$ cat config.mk
export PLATFORM = sky130hd
export DESIGN_NAME = cmq_top
export DESIGN_NICKNAME = d
export VERILOG_FILES = /design/src/cmq_pkg.sv /design/src/cmq_sync.sv /design/src/cmq_top.sv
export VERILOG_INCLUDE_DIRS = /design/src
export SDC_FILE = /design/constraint.sdc
export NUM_CORES = 1
export LEC_CHECK = 0
export BUFFER_PORTS_ARGS = -buffer_cell sky130_fd_sc_hd__buf_4
export CORE_ASPECT_RATIO = 1.1
export CORE_UTILIZATION = 60
export DETAILED_ROUTE_END_ITERATION = 16
export PLACE_DENSITY = 0.81
export SLEW_MARGIN = 10
export SYNTH_ARGS = -nofsm -noshare
export SYNTH_HDL_FRONTEND = slang
export SYNTH_SLANG_ARGS = --single-unit
$ cat constraint.sdc
create_clock -name clk_sys -period 2.7 [get_ports clk_sys]
set_clock_uncertainty 0.15 [all_clocks]
set_input_delay 0.54 -clock clk_sys [delete_from_list [all_inputs] [get_ports clk_sys]]
set_output_delay 0.54 -clock clk_sys [all_outputs]
set_load 0.1 [all_outputs]
$ cat src/cmq_consts.svh
// register offsets, field positions, reset values and timing figures of the comparator event qualifier
// assumes inclusion by bare name from the files of this block
`ifndef CMQ_CONSTS_SVH
`define CMQ_CONSTS_SVH

`define CMQ_ADDR_IRQ_CTRL   8'hbf
`define CMQ_ADDR_CMP1_CTRL  8'hc1
`define CMQ_ADDR_CMP2_CTRL  8'hc2
`define CMQ_ADDR_CMP3_CTRL  8'hc3
`define CMQ_ADDR_CMP4_CTRL  8'hc4
`define CMQ_ADDR_CMP5_CTRL  8'hc5
`define CMQ_ADDR_QUAL_23    8'hc6
`define CMQ_ADDR_QUAL_45    8'hc7
`define CMQ_ADDR_EDGE_SEL   8'hd7

`define CMQ_BIT_ENABLE      7
`define CMQ_BIT_HYST        6
`define CMQ_BIT_WINDOW_SEL  7
`define CMQ_REF_MSB         5
`define CMQ_DBT_MSB         4

`define CMQ_MASK_CMP1_CTRL  8'hdf
`define CMQ_MASK_QUAL_23    8'hf7
`define CMQ_MASK_QUAL_45    8'h77
`define CMQ_MASK_EDGE_SEL   8'h1f

`define CMQ_RST_CTRL        8'h00
`define CMQ_RST_QUAL_23     8'h77
`define CMQ_RST_QUAL_45     8'h77

// pulse-generator tick: every 2 or every 4 system clocks
`define CMQ_TICK_DIV2_LAST  2'h1
`define CMQ_TICK_DIV4_LAST  2'h3

`endif

$ cat src/cmq_pkg.sv
// types of the comparator event qualifier
// assumes cmq_consts.svh is compiled alongside
package cmq_pkg;

  // control levels sent to the five analogue comparators
  typedef struct packed {
    logic [4:0]      enable;
    logic [4:0]      hysteresis_enable;
    logic [3:0][5:0] reference_code;
  } cmq_analog_ctrl_t;

  typedef struct packed {
    logic [4:0] meta;
    logic [4:0] stable;
  } cmq_sync_t;

  typedef struct packed {
    logic [7:0]      irq_ctrl;
    logic [4:0][7:0] cmp_ctrl;
    logic [7:0]      qual_23;
    logic [7:0]      qual_45;
    logic [7:0]      edge_sel;
    logic [7:0]      rdata;
    logic [1:0]      prescale_cnt;
    logic [4:0]      cmp_prev;
    logic [7:0]      fall_cnt;
    logic [2:0][7:0] low_cnt;
    logic [2:0]      low_done;
    logic [4:0]      dbnc_cnt;
    logic            dbnc_out;
    logic            irq;
  } cmq_state_t;

endpackage

$ cat src/cmq_sync.sv
// two-stage synchroniser for the five comparator outputs
// assumes the comparator outputs are asynchronous to clk_sys
`timescale 1ns/1ns
module cmq_sync (
  // clock and reset
  input  wire logic       clk_sys,
  input  wire logic       rst_n,
  // comparator levels
  input  wire logic [4:0] async_in,
  output      logic [4:0] sync_out
);

  cmq_pkg::cmq_sync_t st_r;
  cmq_pkg::cmq_sync_t st_nxt;

  always_comb begin
    st_nxt        = st_r;
    st_nxt.meta   = async_in;
    st_nxt.stable = st_r.meta;
  end

  always_ff @(posedge clk_sys) begin
    if (!rst_n) begin
      // comparator outputs rest high, so starting high avoids a false low or edge after reset
      st_r <= '1;
    end else begin
      st_r <= st_nxt;
    end
  end

  assign sync_out = st_r.stable;

endmodule

$ cat src/cmq_top.sv
// comparator event qualifier: control registers, qualification counters, debounce and interrupt request
// assumes a byte-wide special-function-register port and synchronous register strobes
// Functional notes
// - comparator two needs 2^code consecutive falling edges
// - comparator three low for 2^code ticks
// - comparators four, five low for 2^code ticks
// - window select limits comparator three to pulse-active
// - hardware sets flags, software writes zero clears
// - per-flag interrupt enables in bits 7..4
// - edge select bits 1..4 choose rise/fall
// - enable bit 7 per comparator, resets zero
// - hysteresis bit 6 per comparator, resets zero
// - comparator one debounced count times tick period in synchronous mode, else follows the input
// - zero debounce count bypasses comparator one
// - six-bit reference code per comparator two..five
// - group enable gates every comparator interrupt
// - tick is clock over two or four
// - comparator one edge select in bit 0
`timescale 1ns/1ns
`include "cmq_consts.svh"
module cmq_top (
  // clock and reset
  input  wire logic                      clk_sys,
  input  wire logic                      rst_n,
  // register port
  input  wire logic [7:0]                sfr_addr,
  input  wire logic                      sfr_wr_en,
  input  wire logic                      sfr_rd_en,
  input  wire logic [7:0]                sfr_wdata,
  output      logic [7:0]                sfr_rdata,
  // settings held outside this block
  input  wire logic                      comparator_group_irq_enable,
  input  wire logic                      pulse_gen_prescale_select,
  input  wire logic                      pulse_gen_sync_mode,
  input  wire logic                      pulse_gen_output_active,
  // analogue side
  input  wire logic [4:0]                comparator_raw,
  output      cmq_pkg::cmq_analog_ctrl_t analog_ctrl,
  // results
  output      logic                      comparator_one_debounced,
  output      logic [3:0]                qualified_flags,
  output      logic                      comparator_irq
);

  cmq_pkg::cmq_state_t st_r;
  cmq_pkg::cmq_state_t st_nxt;
  logic [4:0]          cmp_s;
  logic                tick;
  logic [3:0]          qual_set;
  logic [4:0]          edge_evt;

  function automatic logic [7:0] qual_target(input logic [2:0] code);
    qual_target = 8'(8'h01 << code);
  endfunction

  function automatic logic [2:0] low_code(input logic [7:0] q23, input logic [7:0] q45, input int idx);
    case (idx)
      0:       low_code = q23[6:4];
      1:       low_code = q45[2:0];
      default: low_code = q45[6:4];
    endcase
  endfunction

  cmq_sync u_sync (
    .clk_sys  (clk_sys),
    .rst_n    (rst_n),
    .async_in (comparator_raw),
    .sync_out (cmp_s)
  );

  // pulse-generator tick, one cycle wide
  assign tick = pulse_gen_prescale_select ? (st_r.prescale_cnt == `CMQ_TICK_DIV4_LAST)
                                          : ({1'b0, st_r.prescale_cnt[0]} == `CMQ_TICK_DIV2_LAST);

  always_comb begin
    logic [7:0] rd;
    logic       active;
    rd       = 8'h00;
    active   = 1'b0;
    st_nxt   = st_r;
    qual_set = 4'h0;
    edge_evt = 5'h00;

    st_nxt.prescale_cnt = 2'(st_r.prescale_cnt + 2'h1);
    st_nxt.cmp_prev     = cmp_s;

    // comparator two: count falling edges, restart after each qualified event
    if (st_r.cmp_prev[1] && !cmp_s[1]) begin
      if (8'(st_r.fall_cnt + 8'h01) == qual_target(st_r.qual_23[2:0])) begin
        qual_set[0]     = 1'b1;
        st_nxt.fall_cnt = 8'h00;
      end else begin
        st_nxt.fall_cnt = 8'(st_r.fall_cnt + 8'h01);
      end
    end

    // comparators three to five: uninterrupted low time in ticks
    for (int i = 0; i < 3; i++) begin
      active = (i != 0) || !st_r.qual_23[`CMQ_BIT_WINDOW_SEL] || pulse_gen_output_active;
      if (cmp_s[i + 2] || !active) begin
        st_nxt.low_cnt[i]  = 8'h00;
        st_nxt.low_done[i] = 1'b0;
      end else if (tick && !st_r.low_done[i]) begin
        if (8'(st_r.low_cnt[i] + 8'h01) == qual_target(low_code(st_r.qual_23, st_r.qual_45, i))) begin
          qual_set[i + 1]    = 1'b1;
          st_nxt.low_done[i] = 1'b1;
          st_nxt.low_cnt[i]  = 8'h00;
        end else begin
          st_nxt.low_cnt[i] = 8'(st_r.low_cnt[i] + 8'h01);
        end
      end
    end

    // comparator one debounce; outside synchronous mode it follows the input
    if (!pulse_gen_sync_mode || st_r.cmp_ctrl[0][`CMQ_DBT_MSB:0] == 5'h00) begin
      st_nxt.dbnc_out = cmp_s[0];
      st_nxt.dbnc_cnt = 5'h00;
    end else if (cmp_s[0] == st_r.dbnc_out) begin
      st_nxt.dbnc_cnt = 5'h00;
    end else if (tick) begin
      if (5'(st_r.dbnc_cnt + 5'h01) >= st_r.cmp_ctrl[0][`CMQ_DBT_MSB:0]) begin
        st_nxt.dbnc_out = cmp_s[0];
        st_nxt.dbnc_cnt = 5'h00;
      end else begin
        st_nxt.dbnc_cnt = 5'(st_r.dbnc_cnt + 5'h01);
      end
    end

    // edge-triggered comparator requests, bit i selects rising for comparator i+1
    for (int i = 0; i < 5; i++) begin
      edge_evt[i] = st_r.edge_sel[i] ? (!st_r.cmp_prev[i] && cmp_s[i])
                                     : (st_r.cmp_prev[i] && !cmp_s[i]);
    end

    // register writes; a flag written zero in the cycle it is set stays set
    st_nxt.irq_ctrl[3:0] = st_r.irq_ctrl[3:0] | qual_set;
    if (sfr_wr_en) begin
      case (sfr_addr)
        `CMQ_ADDR_IRQ_CTRL: begin
          st_nxt.irq_ctrl[7:4] = sfr_wdata[7:4];
          st_nxt.irq_ctrl[3:0] = (st_r.irq_ctrl[3:0] & sfr_wdata[3:0]) | qual_set;
        end
        `CMQ_ADDR_CMP1_CTRL: st_nxt.cmp_ctrl[0] = sfr_wdata & `CMQ_MASK_CMP1_CTRL;
        `CMQ_ADDR_CMP2_CTRL: st_nxt.cmp_ctrl[1] = sfr_wdata;
        `CMQ_ADDR_CMP3_CTRL: st_nxt.cmp_ctrl[2] = sfr_wdata;
        `CMQ_ADDR_CMP4_CTRL: st_nxt.cmp_ctrl[3] = sfr_wdata;
        `CMQ_ADDR_CMP5_CTRL: st_nxt.cmp_ctrl[4] = sfr_wdata;
        `CMQ_ADDR_QUAL_23:   st_nxt.qual_23     = sfr_wdata & `CMQ_MASK_QUAL_23;
        `CMQ_ADDR_QUAL_45:   st_nxt.qual_45     = sfr_wdata & `CMQ_MASK_QUAL_45;
        `CMQ_ADDR_EDGE_SEL:  st_nxt.edge_sel    = sfr_wdata & `CMQ_MASK_EDGE_SEL;
        default: ;
      endcase
    end

    // read data is captured on the strobe and held; unmapped offsets read zero
    case (sfr_addr)
      `CMQ_ADDR_IRQ_CTRL:  rd = st_r.irq_ctrl;
      `CMQ_ADDR_CMP1_CTRL: rd = st_r.cmp_ctrl[0];
      `CMQ_ADDR_CMP2_CTRL: rd = st_r.cmp_ctrl[1];
      `CMQ_ADDR_CMP3_CTRL: rd = st_r.cmp_ctrl[2];
      `CMQ_ADDR_CMP4_CTRL: rd = st_r.cmp_ctrl[3];
      `CMQ_ADDR_CMP5_CTRL: rd = st_r.cmp_ctrl[4];
      `CMQ_ADDR_QUAL_23:   rd = st_r.qual_23;
      `CMQ_ADDR_QUAL_45:   rd = st_r.qual_45;
      `CMQ_ADDR_EDGE_SEL:  rd = st_r.edge_sel;
      default:             rd = 8'h00;
    endcase
    if (sfr_rd_en) begin
      st_nxt.rdata = rd;
    end

    // one request line; edge events give a single-cycle pulse, flags hold it
    st_nxt.irq = comparator_group_irq_enable
               && ((|(st_r.irq_ctrl[3:0] & st_r.irq_ctrl[7:4])) || (|edge_evt));
  end

  always_ff @(posedge clk_sys) begin
    if (!rst_n) begin
      st_r         <= '0;
      st_r.qual_23 <= `CMQ_RST_QUAL_23;
      st_r.qual_45 <= `CMQ_RST_QUAL_45;
      // edge history starts at the idle level so no false edge follows reset
      st_r.cmp_prev <= 5'h1f;
    end else begin
      st_r <= st_nxt;
    end
  end

  always_comb begin
    for (int i = 0; i < 5; i++) begin
      analog_ctrl.enable[i]            = st_r.cmp_ctrl[i][`CMQ_BIT_ENABLE];
      analog_ctrl.hysteresis_enable[i] = st_r.cmp_ctrl[i][`CMQ_BIT_HYST];
    end
    for (int i = 0; i < 4; i++) begin
      analog_ctrl.reference_code[i] = st_r.cmp_ctrl[i + 1][`CMQ_REF_MSB:0];
    end
  end

  assign sfr_rdata                = st_r.rdata;
  assign comparator_one_debounced = st_r.dbnc_out;
  assign qualified_flags          = st_r.irq_ctrl[3:0];
  assign comparator_irq           = st_r.irq;
endmodule

==> results by group <==
Placement
  – Placed wire-length estimate: roughly 13000 um
  – IO buf count: 76
  – Placer's final routability congestion estimate: 0.9509

Synthesis
  – Share of flip-flops with an asynchronous set or reset: 0%
  – Post-synthesis instance area: 7378 sq um
  – Number of cells produced by synthesis: 884
  – Count leader, synth: dfxtp_1
  – Post-synth EDFFs: 0
  – Post-synth top flop: dfxtp_1
  – List of most frequent post-synthesis cells: dfxtp_1 (132), nor2_1 (101), nand2_1 (100)
  – Cell type with the highest aggregate area in the netlist: dfxtp_1
  – Flop and latch count out of synthesis: 132
  – Netlist cell types: 74
  – Yosys warning count: 0
  – Fraction of synthesized cell area taken by the top area cell type: 35.81%
  – Synth Area per Inst: 8.347 sq um
  – Proportion of synthesized chip area in sequential cells: 35.81%
  – Nets in the synthesized netlist: 924
  – Leading cell types by total area after synthesis: dfxtp_1 (36%), mux2i_1 (8.0%), nor2_1 (5.1%), buf_4 (5.1%), nand2_1 (5.1%)

Critical path
  – RR Startpoint: st_r[18]
  – CP endpoint: st_r[25]
  – Critical path class: flop to flop
  – Worst path max stage delay: about 0.40 ns
  – Critical Path End Type: flop
  – Startpoint of the worst setup timing path: st_r[18]
  – Data required time at the worst endpoint: 2.87 ns
  – Critical path startpoint category: flop
  – Critical-path top delay cell: a2111o_1
  – Worst R2R End: st_r[25]
  – Cell-by-cell listing of the critical path: ha_1 -> and4_1 -> nor2_1 -> o32ai_1 -> a2111o_1 -> a211oi_2 -> nand2b_1 -> buf_4 -> nor2_2
  – Worst-case register-to-register setup slack: between 0.15 and 0.2 ns
  – Critical path fanouts, max: 8
  – R2R cell count: 9
  – Data arrival time of the critical path: 2.67 ns

Timing
  – Number of setup violations in the final report: 0
  – Final clock period utilization by the worst path: 92.84%
  – Min cycle time layout: 2.507 ns
  – Max Fclk: 398.9 MHz
  – Hold Vio Cnt, Final: 0
  – Slew of the pin with the lowest slew margin: ~0.72 ns
  – Final Max Slew Viols: 0
  – Accumulated negative setup slack: 0 ns
  – Rel. slew slack: about half
  – RSZ-0062 raised after global routing: false

Clock tree
  – Number of buffers inserted during clock tree synthesis: 17
  – TritonCTS clock tree: done
  – Root cell of the clock tree: clkbuf_16
  – Buffer levels on the longest clock path: 2
  – Post-cts hold buffer count: 0
  – Sink Count: about 130
  – Number of buffers added for setup after CTS: 0
  – # resized after CTS: 0
  – Worst-skew pair later-pin latency: roughly 0.42 ns
  – CTS HTree Levels: 4
  – Clk pin slew, worst setup/hold paths: 0.06 ns

Route
  – Post-detailed-route via-to-cell ratio: ~6.0
  – Detailed-route wire length per cell: 17.47 um
  – Iteration-0 DRC count of the detailed router: 512
  – Post-route antenna net violation count: 0
  – Final routed DRC violation total: 0
  – Total number of vias: 6409
  – DRT Wirelength: 18690 um
  – Detailed-routing iteration count for the pre-antenna-repair pass: 5

Power
  – Total power per unit cell area: 583.3 nW/um^2
  – Lkg Pwr: 3.215 nW
  – Maximum VDD drop: 0.0005471 V
  – Final Power: just under 5 mW

Global route
  – Global Route Usage Sum: 30.92%
  – Via count of the first global-routing pass: 6082
  – Leftover overflow at the end of global routing: 0
  – Global-route wire length before repair: 30660 um
  – Pin count of the biggest net entering global routing: 66
  – Initial antenna violation count: 0

Finish
  – Share of final-layout standard cells stronger than drive strength 1: 18.12%
  – Total inserted antenna cells: 0
  – Synth-to-Final Area Change: 13.91%
  – Net total in the final layout: between 900 and 1000

Floorplanning
  – Starting utilization of the core area: 61.31%
  – I/O pin count: 77
  – Std-Cell Rows: 42
  – Floorplan die width: 107.7 um
  – Chip Height: about 120 um
  – Die Area: between 10000 and 15000 sq um
  – Placeable core region: 12030 sq um

Hold path
  – Worst hold path stage count: 2
  – Class of the tightest hold or removal check: input pin to flop

Status
  – Run status: finished clean

Run
  – Count of max-cap constraint violations: 0
-- worst min-delay path by stage --
stage                            startpoint                  to
after floorplan            u_sync.st_nxt[0]  u_sync.sync_out[0]
after global placement     u_sync.st_nxt[1]  u_sync.sync_out[1]
after detailed placement   u_sync.st_nxt[0]  u_sync.sync_out[0]
after CTS                 comparator_raw[0]    u_sync.st_nxt[0]
after global routing      comparator_raw[2]    u_sync.st_nxt[2]
final                     comparator_raw[0]    u_sync.st_nxt[0]
-- cell families (layout without fill, tap and decap cells) --
group,Yosys count,in the layout,share of synthesized area (%)
fa+ha+maj,11,11,1.865
xor+xnor,47,47,5.579
mux,69,69,9.988
buf+inv,112,144,8.547
simple gates,359,359,24.45
compound gates,154,154,13.75
flops,132,132,35.81
-- metrics by stage --
stage	cells	utilization [%]	instance area (sq um)	setup WS (ns)	hold WS, ns
finish	1070	69.84	8404	0.1934	0.1477
global route	1070	69.84	8404	0.006236	0.1494
CTS	1070	69.82	8402	0.08242	0.1402
detailed placement	1038	64.19	7725	0.1288	0.2417
global placement	1038	64.19	7725	0.2037	0.2386
floorplan	884	-	7378	0.3840	0.2363
-- cell usage in the layout, fill, tap and decap left out, types with 7 or more instances in the layout --
cell / count
a21oi_1: 43
a22oi_1: 15
a31oi_1: 9
and3_1: 9
buf_4: 97
clkbuf_16: 17
dfxtp_1: 132
ha_1: 11
inv_1: 14
mux2_2: 7
mux2i_1: 59
nand2_1: 100
nand2b_1: 25
nand3_1: 37
nand4_1: 8
nor2_1: 101
nor2_2: 8
nor2b_1: 13
nor3_1: 8
nor3b_1: 8
o21ai_0: 29
xnor2_1: 25
xor2_1: 22
-- metal layers --
layer	global-route usage [%]	up-vias	part of all wire [%]
met5	0	-	0
met4	13.53	0	3.4
met3	7.226	52	7.7
li1	-	3066	-
met1	38.83	3022	41
met2	50.12	269	48
-- report_power, final --
part           total [mW]  switching (mW)  internal, mW  leakage (nW)
Clock                2.66           0.914          1.74         0.321
Sequential           1.98          0.0157          1.97          1.07
Combinational       0.264           0.170        0.0947          1.83
-- state kept, by name, indices dropped and copies added, names as in the netlist --
name,cells
analog_ctrl,34
comparator_irq,1
comparator_one_debounced,1
qualified_flags,4
sfr_rdata,8
st_r,74
u_sync.st_nxt,5
u_sync.sync_out,5
-- cell type report --
class	count	area (sq um)
clock buffers	17	425.4
clock inverters	15	251.5
fillers	958	3630
inverters	15	56.30
multi-input cells	640	4108
flip-flops and latches	132	2643
well taps	154	192.7
repair buffers	97	728.2
-- worst max-delay path, delay by kind of cell, from the launching register on --
family | cells | cell delay [ns]
and+or+nand+nor | 4 | 0.64
buffers and inverters | 1 | 0.19
DFF | 1 | 0.36
AOI/OAI and AO/OA | 3 | 0.78
adders and majority gates | 1 | 0.27
Power figures use the tool's default switching activity.
